### src/fbb_pkg.sv
`default_nettype none
package fbb_pkg;
  localparam int unsigned CLK_HZ = 25_000_000;
  localparam int unsigned BLANK_MS = 20;
  localparam int unsigned BLANK_CYC = CLK_HZ / 1000 * BLANK_MS;
  localparam int unsigned DETECT_MS = 1;
  localparam int unsigned DETECT_CYC = CLK_HZ / 1000 * DETECT_MS;
  localparam int unsigned SPIKE_US = 30;
  localparam int unsigned SPIKE_CYC = CLK_HZ / 1_000_000 * SPIKE_US;
  localparam int unsigned EXT_TOTAL = 256;
  localparam logic [1:0] LVL_160 = 2'h0;
  localparam logic [1:0] LVL_142 = 2'h1;
  localparam logic [1:0] LVL_127 = 2'h2;
  localparam logic [1:0] LVL_NONE = 2'h3;
  localparam logic [1:0] LVL_RESET = 2'h3;
  typedef enum logic [1:0] {
    FBB_DET_WAIT = 2'b00,
    FBB_DET_CHG = 2'b01,
    FBB_DET_DIS = 2'b10,
    FBB_DET_DONE = 2'b11
  } fbb_det_e;
  typedef enum logic [2:0] {
    FBB_OV_IDLE = 3'b000,
    FBB_OV_BLANK = 3'b001,
    FBB_OV_CHG = 3'b010,
    FBB_OV_DIS = 3'b011,
    FBB_OV_SPIKE = 3'b100,
    FBB_OV_FIRE = 3'b101
  } fbb_ov_e;
endpackage
`default_nettype wire

### src/fbb_sync_if.sv
`default_nettype none
interface fbb_sync_if;
  logic [9:0] raw;
  logic [9:0] synced;
  modport sync (input raw, output synced);
  modport user (output raw, input synced);
endinterface
`default_nettype wire
### src/fbb_control.sv
`default_nettype none
module fbb_control
  import fbb_pkg::*;
#(
  parameter int unsigned BLANK_CYCLES = BLANK_CYC,
  parameter int unsigned DETECT_CYCLES = DETECT_CYC,
  parameter logic [7:0] BOUND_HI = 8'h03,
  parameter logic [7:0] BOUND_MID = 8'h0a,
  parameter logic [7:0] BOUND_LO = 8'h28
)
(
  // clock and reset
  input wire logic ref_clk,
  input wire logic nrst,
  // supply and protection state
  input wire logic vcc_on,
  input wire logic protect_active,
  input wire logic restart_cycle,
  // feedback pin comparators
  input wire logic fb_above_4v5,
  input wire logic fb_above_4v0,
  input wire logic fb_above_3v5,
  input wire logic fb_below_3v2,
  input wire logic fb_below_entry,
  input wire logic fb_below_0v5,
  // extension pin comparators
  input wire logic ext_upper_cmp,
  input wire logic ext_lower_cmp,
  // extension mode select, high when a capacitor is fitted
  input wire logic extend_mode,
  // switches
  output logic extend_charge_switch,
  output logic extend_discharge_switch,
  output logic detect_discharge_switch,
  output logic detect_flag,
  // status
  output logic [1:0] burst_level,
  output logic level_valid,
  output logic burst_active,
  output logic bias_on,
  output logic burst_limit_on,
  output logic restart_fire,
  output logic extension_done
);
  fbb_sync_if cmp ();
  fbb_sync u_sync (.ref_clk(ref_clk), .nrst(nrst), .cmp(cmp));
  assign cmp.raw = {vcc_on, protect_active, fb_above_4v5, fb_above_4v0, fb_above_3v5,
    fb_below_3v2, fb_below_entry, fb_below_0v5, ext_upper_cmp, ext_lower_cmp};
  logic s_vcc, s_prot, s_4v5, s_4v0, s_3v5, s_3v2, s_entry, s_0v5, s_up, s_lo;
  assign {s_vcc, s_prot, s_4v5, s_4v0, s_3v5, s_3v2, s_entry, s_0v5, s_up, s_lo} =
    cmp.synced;

  // level detection
  fbb_det_e det_reg, det_next;
  logic [19:0] dtim_reg, dtim_next;
  logic [7:0] dcnt_reg, dcnt_next;
  logic [1:0] lvl_reg, lvl_next;
  logic lvalid_reg, lvalid_next, dflag_reg, dflag_next;
  always_comb
  begin
    det_next = det_reg;
    dtim_next = dtim_reg;
    dcnt_next = dcnt_reg;
    lvl_next = lvl_reg;
    lvalid_next = lvalid_reg;
    dflag_next = dflag_reg;
    case (det_reg)
      FBB_DET_WAIT:
      begin
        // restarts never rerun detection; protection postpones it
        if (s_vcc && !s_prot && !restart_cycle)
        begin
          det_next = FBB_DET_CHG;
          dtim_next = 20'h0_0000;
          dcnt_next = 8'h00;
        end
      end
      FBB_DET_CHG, FBB_DET_DIS:
      begin
        dtim_next = dtim_reg + 20'h0_0001;
        if (det_reg == FBB_DET_CHG && s_4v5)
        begin
          dflag_next = 1'b1;
          det_next = FBB_DET_DIS;
          if (dcnt_reg != 8'hff)
            dcnt_next = dcnt_reg + 8'h01;
        end
        else if (det_reg == FBB_DET_DIS && s_0v5)
        begin
          dflag_next = 1'b0;
          det_next = FBB_DET_CHG;
        end
        if (dtim_reg >= 20'(DETECT_CYCLES - 1))
        begin
          det_next = FBB_DET_DONE;
          dflag_next = 1'b0;
          lvalid_next = 1'b1;
          // small capacitor charges fast: many cycles means no burst
          if (dcnt_reg <= BOUND_HI)
            lvl_next = LVL_160;
          else if (dcnt_reg <= BOUND_MID)
            lvl_next = LVL_142;
          else if (dcnt_reg <= BOUND_LO)
            lvl_next = LVL_127;
          else
            lvl_next = LVL_NONE;
        end
      end
      FBB_DET_DONE: det_next = FBB_DET_DONE;
      default: det_next = FBB_DET_WAIT;
    endcase
  end
  always_ff @(posedge ref_clk or negedge nrst)
  begin
    if (!nrst)
    begin
      det_reg <= FBB_DET_WAIT;
      dtim_reg <= 20'h0_0000;
      dcnt_reg <= 8'h00;
      lvl_reg <= LVL_RESET;
      lvalid_reg <= 1'b0;
      dflag_reg <= 1'b0;
    end
    else
    begin
      det_reg <= det_next;
      dtim_reg <= dtim_next;
      dcnt_reg <= dcnt_next;
      lvl_reg <= lvl_next;
      lvalid_reg <= lvalid_next;
      dflag_reg <= dflag_next;
    end
  end
  // burst mode
  logic [19:0] btim_reg, btim_next;
  logic burst_reg, burst_next, bias_reg, bias_next, burst_ok;
  assign burst_ok = lvalid_reg && (lvl_reg != LVL_NONE);
  always_comb
  begin
    btim_next = 20'h0_0000;
    burst_next = burst_reg;
    bias_next = bias_reg;
    if (!burst_reg)
    begin
      bias_next = 1'b1;
      // fixed interval only; the extension never applies here
      if (burst_ok && s_entry)
      begin
        btim_next = btim_reg + 20'h0_0001;
        if (btim_reg >= 20'(BLANK_CYCLES - 1))
        begin
          burst_next = 1'b1;
          bias_next = 1'b0;
          btim_next = 20'h0_0000;
        end
      end
    end
    else if (s_4v0)
    begin
      burst_next = 1'b0;
      bias_next = 1'b1;
    end
    else if (s_3v5)
      bias_next = 1'b1;
    else if (s_3v2)
      bias_next = 1'b0;
  end
  always_ff @(posedge ref_clk or negedge nrst)
  begin
    if (!nrst)
    begin
      btim_reg <= 20'h0_0000;
      burst_reg <= 1'b0;
      bias_reg <= 1'b1;
    end
    else
    begin
      btim_reg <= btim_next;
      burst_reg <= burst_next;
      bias_reg <= bias_next;
    end
  end
  // overload blanking and extension
  fbb_ov_e ov_reg, ov_next;
  logic [19:0] otim_reg, otim_next;
  logic [8:0] ecnt_reg, ecnt_next;
  logic ext_done, gate_open;
  assign ext_done = (ecnt_reg == 9'(EXT_TOTAL));
  always_comb
  begin
    ov_next = ov_reg;
    otim_next = otim_reg;
    ecnt_next = ecnt_reg;
    gate_open = 1'b0;
    case (ov_reg)
      FBB_OV_IDLE:
      begin
        otim_next = 20'h0_0000;
        ecnt_next = 9'h000;
        if (s_4v5 && lvalid_reg)
          ov_next = FBB_OV_BLANK;
      end
      FBB_OV_BLANK:
      begin
        otim_next = otim_reg + 20'h0_0001;
        if (otim_reg >= 20'(BLANK_CYCLES - 1))
        begin
          otim_next = 20'h0_0000;
          if (extend_mode)
            ov_next = FBB_OV_CHG;
          else
            gate_open = 1'b1;
        end
      end
      FBB_OV_CHG:
        if (s_up && !ext_done)
        begin
          ecnt_next = ecnt_reg + 9'h001;
          ov_next = FBB_OV_DIS;
        end
        else if (ext_done)
          gate_open = 1'b1;
      FBB_OV_DIS:
        if (ext_done)
          gate_open = 1'b1;
        else if (s_lo)
          ov_next = FBB_OV_CHG;
      FBB_OV_SPIKE:
      begin
        otim_next = otim_reg + 20'h0_0001;
        if (otim_reg >= 20'(SPIKE_CYC - 1))
          ov_next = FBB_OV_FIRE;
      end
      FBB_OV_FIRE: ov_next = FBB_OV_IDLE;
      default: ov_next = FBB_OV_IDLE;
    endcase
    if (gate_open)
    begin
      ov_next = FBB_OV_SPIKE;
      otim_next = 20'h0_0000;
    end
    // overload gone before restart: drop counts, idle switches
    if (!s_4v5 && ov_reg != FBB_OV_IDLE && ov_reg != FBB_OV_FIRE)
    begin
      ov_next = FBB_OV_IDLE;
      otim_next = 20'h0_0000;
      ecnt_next = 9'h000;
    end
  end
  always_ff @(posedge ref_clk or negedge nrst)
  begin
    if (!nrst)
    begin
      ov_reg <= FBB_OV_IDLE;
      otim_reg <= 20'h0_0000;
      ecnt_reg <= 9'h000;
    end
    else
    begin
      ov_reg <= ov_next;
      otim_reg <= otim_next;
      ecnt_reg <= ecnt_next;
    end
  end
  // registered outputs
  always_ff @(posedge ref_clk or negedge nrst)
  begin
    if (!nrst)
    begin
      extend_charge_switch <= 1'b0;
      extend_discharge_switch <= 1'b0;
      detect_discharge_switch <= 1'b0;
      detect_flag <= 1'b0;
      burst_level <= LVL_RESET;
      level_valid <= 1'b0;
      burst_active <= 1'b0;
      bias_on <= 1'b1;
      burst_limit_on <= 1'b0;
      restart_fire <= 1'b0;
      extension_done <= 1'b0;
    end
    else
    begin
      extend_charge_switch <= (ov_next == FBB_OV_CHG) && !ext_done;
      extend_discharge_switch <= (ov_next == FBB_OV_DIS);
      detect_discharge_switch <= dflag_next;
      detect_flag <= dflag_next;
      burst_level <= lvl_next;
      level_valid <= lvalid_next;
      burst_active <= burst_next;
      bias_on <= bias_next;
      burst_limit_on <= burst_next && burst_ok;
      restart_fire <= (ov_next == FBB_OV_FIRE);
      extension_done <= (ecnt_next == 9'(EXT_TOTAL));
    end
  end
endmodule // fbb_control
`default_nettype wire

### src/fbb_sync.sv
`default_nettype none
module fbb_sync
(
  // clock and reset
  input wire logic ref_clk,
  input wire logic nrst,
  // comparator lines
  fbb_sync_if.sync cmp
);
  logic [9:0] meta_reg;
  logic [9:0] meta_next;
  logic [9:0] sync_reg;
  logic [9:0] sync_next;
  genvar i;
  generate
    for (i = 0; i < 10; i++)
    begin : g_bit
      always_comb
      begin
        meta_next[i] = cmp.raw[i];
        sync_next[i] = meta_reg[i];
      end
    end
  endgenerate
  always_ff @(posedge ref_clk or negedge nrst)
  begin
    if (!nrst)
    begin
      meta_reg <= 10'h000;
      sync_reg <= 10'h000;
    end
    else
    begin
      meta_reg <= meta_next;
      sync_reg <= sync_next;
    end
  end
  assign cmp.synced = sync_reg;
endmodule // fbb_sync
`default_nettype wire

### config.mk
export PLATFORM = sky130hd
export DESIGN_NAME = fbb_control
export DESIGN_NICKNAME = d
export VERILOG_FILES = /design/src/fbb_pkg.sv /design/src/fbb_sync_if.sv /design/src/fbb_control.sv /design/src/fbb_sync.sv
export SDC_FILE = /design/constraint.sdc
export NUM_CORES = 1
export LEC_CHECK = 0
export BUFFER_PORTS_ARGS = -buffer_cell sky130_fd_sc_hd__buf_2
export CAP_MARGIN = 0
export CORE_ASPECT_RATIO = 0.9
export CORE_MARGIN = 2
export CORE_UTILIZATION = 55
export DETAILED_ROUTE_END_ITERATION = 6
export PLACE_DENSITY_LB_ADDON = 0.05
export SLEW_MARGIN = 10
export SYNTH_ARGS = -nofsm -noshare
export SYNTH_HDL_FRONTEND = slang
export SYNTH_SLANG_ARGS = --single-unit
### constraint.sdc
create_clock -name ref_clk -period 2.7 [get_ports ref_clk]
set_input_delay 0.135 -clock ref_clk [delete_from_list [all_inputs] [get_ports ref_clk]]
set_output_delay 0.135 -clock ref_clk [all_outputs]
set_load 0.02 [all_outputs]
# After elaboration in Yosys (flattened, before gate mapping)
# Index checks and enable logic that the tools add are counted.
# word_totals
output_inout_bits	12
reg_bits	113
elab_cells	131
# classes
n_reduce_logical	28
n_lt_le_gt_ge	7
n_addsub	5
eq_ne	20
muxes	52
# op_table
op	n
2-to-1 mux 20 bit	7
adder 20 x 1 -> 20 bit, second input constant	3
case mux 20 bit (3 select lines)	1
>= comparator 20 x 19 -> 1 bit, second input constant	2
case mux 20 bit (2 select lines)	1
2-to-1 mux 3 bit	9
2-to-1 mux 8 bit	3
>= comparator 20 x 10 -> 1 bit, second input constant	1
>= comparator 20 x 15 -> 1 bit, second input constant	1
equality test 9 bit, second input constant	2
2-to-1 mux 1 bit	18
2-to-1 mux 9 bit	2
case mux 9 bit (2 select lines)	1
case mux 8 bit (2 select lines)	1
case mux 3 bit (5 select lines)	1
equality test 3 x 2 -> 1 bit, second input constant	4
logical AND 1 bit	12
2-to-1 mux 2 bit	6
adder 9 x 1 -> 9 bit, second input constant	1
adder 8 x 1 -> 8 bit, second input constant	1
<= comparator 8 x 2 -> 1 bit, second input constant	1
<= comparator 8 x 4 -> 1 bit, second input constant	1
<= comparator 8 x 6 -> 1 bit, second input constant	1
!= test 2 bit, second input constant	4
19 further kinds	28

# Longest topological paths before layout
# Gate-level depths: netlist (run 1).
# logic_depth
ltp_word	9
ltp_mapped	8
mapped_depth_nobuf	8

# Modules after synthesis
# A second synthesis (run 1) with hierarchy kept.
# hier_totals
cells_unflattened	606
area_unflattened_um2	5770.5
# modules_own_cells
module	seq_area_each_um2	area_per_inst_um2	instances	cells_per_inst
fbb_control	2331.0	5270.1	1	586
fbb_sync	500.5	500.5	1	20

# Worst setup path before layout (run 1)
# Ideal clock, no wire load.
# synth_path
kind	reg2reg
from	register otim_reg[6]
to	register otim_reg[3]
arrival_time_ns	1.960
stages_incl_launch_ff	8
setup_ns	0.069
slack_ns	0.672
path_buffers	1
synth_period_minus_slack_ns	2.028
path_cell_list	dfrtp_1 > or4_1 > o22ai_2 > a311oi_1 > or2_4 > buf_6 > or3_1 > nand3_1
# synth_between
elab_chain_cells	5
elab_cells_between_ends	8
classes_between	order compare (1); mux (6); reduce/logical (1)
# synth_lines
element	line	text
start, declared	fbb_control.sv:185	logic [19:0] otim_reg, otim_next;
start signal, assigned	fbb_control.sv:261	otim_reg <= otim_next;
>= comparator 20 x 19 -> 1 bit (*)	fbb_control.sv:206	if (otim_reg >= 20'(BLANK_CYCLES - 1))
2-to-1 mux 20 bit / 2-to-1 mux 1 bit (equally long branches)	fbb_control.sv:206	
case mux 20 bit (3 select lines) / case mux 1 bit (3 select lines) (equally long branches)	fbb_control.sv:195	case (ov_reg)
2-to-1 mux 20 bit	fbb_control.sv:237	if (gate_open)
2-to-1 mux 20 bit	fbb_control.sv:243	if (!s_4v5 && ov_reg != FBB_OV_IDLE && ov_reg != FBB_OV_FIRE)
# Mark *: on every way between the ends. The rest lies on a longest branch, timed or not.
# A chain may end at the register's enable or synchronous reset.

# Final worst setup path (run 1)
# layout_path
from	register ecnt_reg[0]
to	register otim_reg[12]
# layout_between
elab_chain_cells	7
elab_cells_between_ends	9
classes_between	eq/ne (1); mux (5); reduce/logical (3)
# layout_lines
element	line	text
start, declared	fbb_control.sv:186	logic [8:0] ecnt_reg, ecnt_next;
start signal, assigned	fbb_control.sv:262	ecnt_reg <= ecnt_next;
equality test 9 bit (*)	fbb_control.sv:188	assign ext_done = (ecnt_reg == 9'(EXT_TOTAL));
logical NOT 1 bit	fbb_control.sv:216	if (s_up && !ext_done)
logical AND 1 bit	fbb_control.sv:216	
2-to-1 mux 1 bit	fbb_control.sv:216	
case mux 1 bit (3 select lines) (*)	fbb_control.sv:195	
2-to-1 mux 20 bit	fbb_control.sv:237	
2-to-1 mux 20 bit	fbb_control.sv:243	
# Marks and branches as above.

==> summary.txt, run 1 <==
Status
  – Status: completed

Global route
  – Largest net degree at the start of global routing: 47
  – Total global routing track utilization: 0.227
  – Global-route congestion overflow total: 0
  – Number of antenna violations at the first check in global routing: 0
  – Wire length of the first global-routing pass: 20300 um
  – Via count of the first global-routing pass: 4287

Placement
  – Cell total after placement: 734
  – Sum of net half-perimeters after detailed placement: 7710 um
  – Post-DP Area: 0.00594 mm2
  – Buffers added on ports: 25
  – Final Wtd Congestion: 0.885

Critical path
  – Number of buffers and inverters on the critical path: 1
  – WS Path Type: flop to flop
  – Worst path slowest cell: a21oi_1
  – Critical path data required time: 3.00 ns
  – Delay of the slowest critical-path stage: 0.88 ns
  – Element type at the critical path start: flop
  – Type of element capturing the critical path: flop
  – Family of cells with the greatest summed delay on the critical path: compound AO/OA/AOI/OAI gates
  – Largest fanout on the critical path: 13
  – FF-to-FF setup slack: 0.33 ns
  – Critical R2R Capture: otim_reg[12]
  – Critical-path cell list: inv_1, ha_1, nand4_1, o21ai_0, a21oi_1, o2bb2a_1, o31ai_1
  – R2r worst-path depth: 7
  – Arrival time worst endpoint: 2.68 ns
  – Source of the worst register-to-register timing path: ecnt_reg[0]

Yosys
  – Per-instance average area after synthesis: 9.58 um2
  – Part of the Yosys area used for sequential elements: 0.498
  – Most used flip-flop cell after synthesis: dfrtp_1
  – Area share of the largest cell type after synthesis: 0.484
  – Most instantiated library cell after synthesis: dfrtp_1
  – Number of standard cells after synthesis: 593
  – Number of flops mapped to enable cells by yosys: 0
  – Synth Register Bits: 113
  – Post-synth top cells: 110 x dfrtp_1, 68 x nand2_1, 62 x nor2_1
  – Cells taking the most area after synthesis: dfrtp_1 48%, nand2_1 4.5%, xor2_1 4.3%
  – Largest area contributor in the synthesized netlist: dfrtp_1
  – Async set-or-reset flop fraction in the synthesized netlist: 1.00
  – Synth Cell Area: 0.00568 mm2
  – Number of warnings reported in the yosys synthesis log: 0
  – Net count of the mapped netlist: 621
  – Cell variety after synth: 59

Clocking
  – Cell chosen for the clock root: clkbuf_16
  – Post-CTS resize count: 0
  – H-tree depth reported by CTS: 4
  – Number of CTS-inserted buffers: 17
  – CTS tree: done
  – Clock transition at the registers of the reported paths: 0.05 ns
  – Clock Sinks: 113
  – Clock Tree Buf Depth: 2
  – Source-to-sink clock delay at the later pin of the worst-skew pair: 0.40 ns

STA
  – Post-layout minimum cycle time: 2.37 ns
  – Final hold slack: 0.138 ns
  – Max-slew violation count: 0
  – Hold Vio Cnt, Final: 0
  – Share of the clock period used by the worst path after layout: 0.878
  – Total Neg Setup Slack: 0 ns
  – Setup Viol. Count Final: 0
  – Worst clock skew on the final layout: 0.00597 ns
  – Unrepaired setup endpoints after global routing: no
  – Worst Tran Pin Value: 1.14 ns
  – Headroom to the max-slew limit: 0.234
  – Highest clock rate: 422 MHz

Run
  – Max-cap violation count: 0

Power
  – Switching component of the power: 1.31 mW
  – Peak VDD IR: 0.521 mV
  – Pint: 3.59 mW
  – Logic pwr share: 0.151
  – Leakage: 2.93 nW
  – Total power draw: 4.90 mW
  – Switching power share of the total: 0.267
  – Clock network power share: 0.466
  – Register share of total power: 0.383
  – Areal power density over the cells: 737 mW/mm2

Final layout
  – Fillers: 835
  – Proportion of layout cells with a drive suffix above 1: 0.116
  – Final instance area: 0.00665 mm2
  – Total inserted antenna cells: 0
  – Cell Count, Final, Fillers Out: 777
  – Area overhead of the layout relative to synthesis: 17.0%
  – Net count of the finished layout: 663

Drt
  – Routed wire length per instance: 15.3 um
  – Number of detailed-routing iterations run before antenna repair: 5
  – Number of nets still failing antenna checks after routing: 0
  – Count of unresolved DRC violations after routing: 0
  – Via density: 5.70
  – Routed wire length: 11900 um
  – Via total after detailed routing: 4429
  – Starting DRC count in detailed routing: 339

Floorplanning
  – Starting utilization of the core area: 0.559
  – Full die area: 0.0112 mm2
  – Die height: 100 um
  – Number of placement rows: 35
  – # IOs: 26
  – Die width: 111 um
  – Core region area: 0.0102 mm2

Min path
  – Hold Path Cell Cnt: 4
  – Class of the tightest hold or removal check: primary input to flop
  – Hold-critical path endpoint: ov_reg[2]
  – HP Start: extend_mode
## power groups by stage
stage / Sequential, mW / Clock, mW / Combinational, mW
2_1_floorplan: 1.87 / 0 / 0.527
3_3_place_gp: 1.90 / 0 / 0.707
3_5_place_dp: 1.90 / 0 / 0.726
4_1_cts: 1.88 / 2.31 / 0.742
5_1_grt: 1.89 / 2.40 / 0.836
6_report: 1.88 / 2.28 / 0.738
## routing by layer
metal	vias to the layer above	track usage	part of all wire
met1	2142	0.315	0.49
met3	12	0.0628	0.035
met2	83	0.358	0.46
li1	2192	-	-
met5	-	0	0
met4	0	0.0627	0.011
## worst register-to-register path: cells and delay by family (launching register included)
family                     cells  cell delay, ns
AOI/OAI and AO/OA              4            1.43
DFF                            1            0.45
adders and majority gates      1            0.21
buffers and inverters          1            0.11
and+or+nand+nor                1            0.09
## layout by cell type, fill, tap and decap left out, types with 4 or more instances in the layout
cell / netlist / final
a21oi_1: 21 / 21
ha_1: 14 / 14
bufinv_16: 0 / 4
nand3_1: 38 / 38
a31oi_1: 4 / 4
nand4_1: 16 / 16
xor2_1: 28 / 28
nor4_1: 5 / 5
o31ai_1: 9 / 9
nor2b_1: 11 / 11
a21o_1: 8 / 8
o311ai_0: 4 / 4
inv_1: 14 / 14
nor4b_1: 4 / 4
nor3b_1: 4 / 4
and2_1: 8 / 8
buf_4: 1 / 7
o21ai_0: 33 / 33
dlygate4sd3_1: 0 / 11
clkinv_2: 0 / 8
and4_1: 5 / 5
clkbuf_16: 0 / 17
nand2b_1: 10 / 10
dfrtp_1: 110 / 110
a22o_1: 5 / 5
or3_1: 7 / 7
buf_2: 4 / 24
nand2_1: 68 / 68
xnor2_1: 12 / 12
a211oi_1: 5 / 5
and3_1: 10 / 10
nor3_1: 11 / 11
nor2_1: 62 / 62
## metrics by stage
step,worst slack [ns],utilization
2_1_floorplan,0.672,-
3_3_place_gp,0.454,0.584
3_5_place_dp,0.378,0.584
4_1_cts,0.356,0.654
5_1_grt,0.135,0.654
6_report,0.329,0.654
## repair_timing
item / in CTS / in global routing
buffers inserted: 0 / 0
hold buffers: 11 / 0
endpoints found under the setup margin: 0 / 0
hold endpoints to repair: 53 / 0
## final cells by class
| class | count | area, um2 | share of cell area |
|---|---|---|---|
| timing repair buffer | 43 | 303 | 0.0455 |
| clock buffer | 19 | 433 | 0.0651 |
| tap | 129 | 161 | 0.0243 |
| clock inverter | 13 | 168 | 0.0252 |
| multi-input combinational | 446 | 2700 | 0.406 |
| sequential | 113 | 2830 | 0.426 |
| inverter | 14 | 52.6 | 0.00790 |
## how the worst max path moves through the flow
stage / start / end / slack (ns) / cells after the start
after detailed placement: ecnt_reg[0] / otim_reg[10] / 0.38 / 7
after CTS: ecnt_reg[0] / otim_reg[12] / 0.36 / 7
final: ecnt_reg[0] / otim_reg[12] / 0.33 / 7
after global placement: ecnt_reg[0] / otim_reg[10] / 0.45 / 7
after global routing: ecnt_reg[0] / otim_reg[12] / 0.13 / 7
after floorplan: otim_reg[6] / otim_reg[3] / 0.67 / 7
## cells by family (layout without fill, tap and decap cells)
kind of cell | after synthesis | after routing | share of synthesized area
adders and majority gates | 14 | 14 | 0.0308
DFF | 113 | 113 | 0.498
and+or+nand+nor | 271 | 271 | 0.238
xor gates and xnor gates | 40 | 40 | 0.0616
other | 1 | 1 | 0.000660
muxes | 5 | 5 | 0.00925
buffers and inverters | 34 | 89 | 0.0266
AOI/OAI and AO/OA | 115 | 115 | 0.134
Power figures use the tool's default switching activity.
==> run 2: changes to the inputs <==
--- a/config.mk
+++ b/config.mk
@@ -8,7 +8,6 @@
 export BUFFER_PORTS_ARGS = -buffer_cell sky130_fd_sc_hd__buf_2
 export CAP_MARGIN = 0
 export CORE_ASPECT_RATIO = 0.9
-export CORE_MARGIN = 2
 export CORE_UTILIZATION = 55
 export DETAILED_ROUTE_END_ITERATION = 6
 export PLACE_DENSITY_LB_ADDON = 0.05
==> run 2 against run 1 <==
  * Clock power increased by 3%
  * Sequential share of layout area decreased by 0.16 points
  * Combinational power about the same
  * Hold slack improved by 0.017 ns
  * First-iteration DRC count decreased by 21%
  * Non-clock buffer count unchanged
  * Register-to-register slack improved by 0.08 ns
  * Final area increased by 0.38%
  * Routed wire length decreased by 2.9%
  * Final cell count decreased by 0.51%
  * Global-route usage increased by 1.2 points
  * Largest cell class unchanged
  * Highest routed layer unchanged
==> summary.txt, run 2 (synthesized netlist as in run 1, its figures left out) <==
Drt
  – Number of detailed-routing iterations run before antenna repair: 5 (unchanged)
  – Routed wire length per instance: 14.9 um (was 15.3 um)
  – Starting DRC count in detailed routing: 269 (was 339)
  – Number of nets still failing antenna checks after routing: 0 (unchanged)
  – Via total after detailed routing: 4426 (was 4429)
  – Via density: 5.73 (was 5.70)
  – Routed wire length: 11500 um (was 11900 um)
  – Count of unresolved DRC violations after routing: 0 (unchanged)

Final layout
  – Net count of the finished layout: 663 (unchanged)
  – Proportion of layout cells with a drive suffix above 1: 0.119 (was 0.116)
  – Fillers: 795 (was 835)
  – Commonest non-fill, non-tap cells in the layout: 110 x dfrtp_1, 68 x nand2_1, 61 x nor2_1, 38 x nand3_1, 33 x o21ai_0 (was 110 x dfrtp_1, 68 x nand2_1, 62 x nor2_1, 38 x nand3_1, 33 x o21ai_0)
  – Total inserted antenna cells: 0 (unchanged)
  – Final instance area: 0.00667 mm2 (was 0.00665 mm2)
  – Area overhead of the layout relative to synthesis: 17.4% (was 17.0%)
  – Register cell area after layout: 0.00283 mm2 (unchanged)
  – Most common cell after layout, fill and taps aside: dfrtp_1 (unchanged)
  – Area of the multi-input gates: 0.00270 mm2 (about the same)

Clocking
  – Clock transition at the registers of the reported paths: 0.05 ns (about the same)
  – Post-CTS resize count: 0 (unchanged)
  – Clock Sinks: 113 (unchanged)
  – Cell chosen for the clock root: clkbuf_16 (unchanged)
  – Source-to-sink clock delay at the later pin of the worst-skew pair: 0.41 ns (was 0.40 ns)
  – Clock Tree Buf Depth: 2 (unchanged)
  – Number of CTS-inserted buffers: 17 (unchanged)
  – CTS tree: done (unchanged)
  – H-tree depth reported by CTS: 4 (unchanged)

Critical path
  – Element type at the critical path start: flop (unchanged)
  – Type of element capturing the critical path: flop (unchanged)
  – WS Path Type: flop to flop (unchanged)
  – Arrival time worst endpoint: 2.54 ns (was 2.68 ns)
  – R2r worst-path depth: 7 (unchanged)
  – Largest fanout on the critical path: 7 (was 13)
  – FF-to-FF setup slack: 0.41 ns (was 0.33 ns)
  – Critical path data required time: 2.95 ns (was 3.00 ns)

Placement
  – Buffers added on ports: 25 (unchanged)
  – Post-DP Area: 0.00593 mm2 (was 0.00594 mm2)
  – Sum of net half-perimeters after detailed placement: 7680 um (was 7710 um)
  – Final Wtd Congestion: 0.852 (was 0.885)

Run
  – Max-cap violation count: 0 (unchanged)

STA
  – Share of the clock period used by the worst path after layout: 0.848 (was 0.878)
  – Highest clock rate: 437 MHz (was 422 MHz)
  – Setup Viol. Count Final: 0 (unchanged)
  – Post-layout minimum cycle time: 2.29 ns (was 2.37 ns)
  – Worst clock skew on the final layout: 0.00468 ns (was 0.00597 ns)
  – Headroom to the max-slew limit: 0.365 (was 0.234)
  – Worst Tran Pin Value: 0.953 ns (was 1.14 ns)
  – Total Neg Setup Slack: 0 ns (unchanged)
  – Max-slew violation count: 0 (unchanged)
  – Hold Vio Cnt, Final: 0 (unchanged)
  – Unrepaired setup endpoints after global routing: no (unchanged)

Floorplanning
  – # IOs: 26 (unchanged)
  – Die height: 98.4 um (was 100 um)
  – Core region area: 0.00987 mm2 (was 0.0102 mm2)
  – Die width: 109 um (was 111 um)
  – Full die area: 0.0107 mm2 (was 0.0112 mm2)
  – Number of placement rows: 34 (was 35)
  – Starting utilization of the core area: 0.576 (was 0.559)

Power
  – Areal power density over the cells: 744 mW/mm2 (was 737 mW/mm2)
  – Peak VDD IR: 0.713 mV (was 0.521 mV)
  – Leakage: 2.94 nW (was 2.93 nW)

Global route
  – Wire length of the first global-routing pass: 19900 um (was 20300 um)
  – Global-route congestion overflow total: 0 (unchanged)
  – Total global routing track utilization: 0.239 (was 0.227)
  – Number of antenna violations at the first check in global routing: 0 (unchanged)
  – Largest net degree at the start of global routing: 53 (was 47)
  – Via count of the first global-routing pass: 4274 (was 4287)

Min path
  – Class of the tightest hold or removal check: primary input to flop (unchanged)
  – Hold Path Cell Cnt: 4 (unchanged)

Status
  – Status: completed (unchanged)
==> run 2: cell types whose count changed in the layout (fill, tap and decap cells not counted), sizes merged <==
cell	delta
clkinvlp	+1
clkinv	-3
clkbuf	+1
==> run 2: power by group <==
| group | total, mW | switching [mW] | internal [mW] |
|---|---|---|---|
| clock network | 2.35 | 0.745 | 1.60 |
| registers | 1.88 | 0.101 | 1.78 |
| logic | 0.740 | 0.451 | 0.288 |
==> run 2: path summary, 6_finish.rpt <==
| path | from | endpoint |
|---|---|---|
| worst max register to register | det_reg[1] | dtim_reg[11] |
| worst min register to register | u_sync.meta_reg[6] | u_sync.cmp.synced[6] |
| max in group asynchronous | nrst | otim_reg[1] |
| worst min-delay path | extend_mode | ov_reg[2] |
| worst max-delay path | det_reg[1] | dtim_reg[11] |
| min in group asynchronous | nrst | btim_reg[15] |
==> run 2: area by class of cell <==
class                      count  share of cell area
sequential                   113               0.424
clock buffer                  20              0.0699
clock inverter                11              0.0240
timing repair buffer          43              0.0454
inverter                      14             0.00787
multi-input combinational    446               0.405
tap                          126              0.0236
==> run 2: through the flow <==
stage	utilization	instances	hold slack, ns	power (mW)	setup WS [ns]
floorplan	-	593	-0.161	2.40	0.672
global placement	0.601	731	0.209	2.60	0.488
detailed placement	0.601	731	0.217	2.63	0.401
CTS	0.676	773	0.120	5.00	0.356
global route	0.676	773	0.173	5.21	0.158
finish	0.676	773	0.155	4.97	0.410
==> run 2: what timing repair did <==
item / 4_1_cts / 5_1_grt
hold buffers: 11 / 0
endpoints found under the hold margin: 59 / 0
setup buffers: 0 / 0
==> run 2: routing by layer <==
metal	vias to the layer above	GRT usage	share of wire
li1	2200	-	-
met1	2126	0.324	0.48
met2	78	0.370	0.48
met3	22	0.0549	0.029
met4	0	0.0967	0.017
met5	-	0	0
==> run 2: worst max-delay path: stages, from the launching register on <==
cell     delay, ns
dfrtp_1       0.39
inv_1         0.10
ha_1          0.31
mux2i_1       0.18
nor3_1        0.72
nand4_1       0.21
xor2_1        0.17
nor2_1        0.06
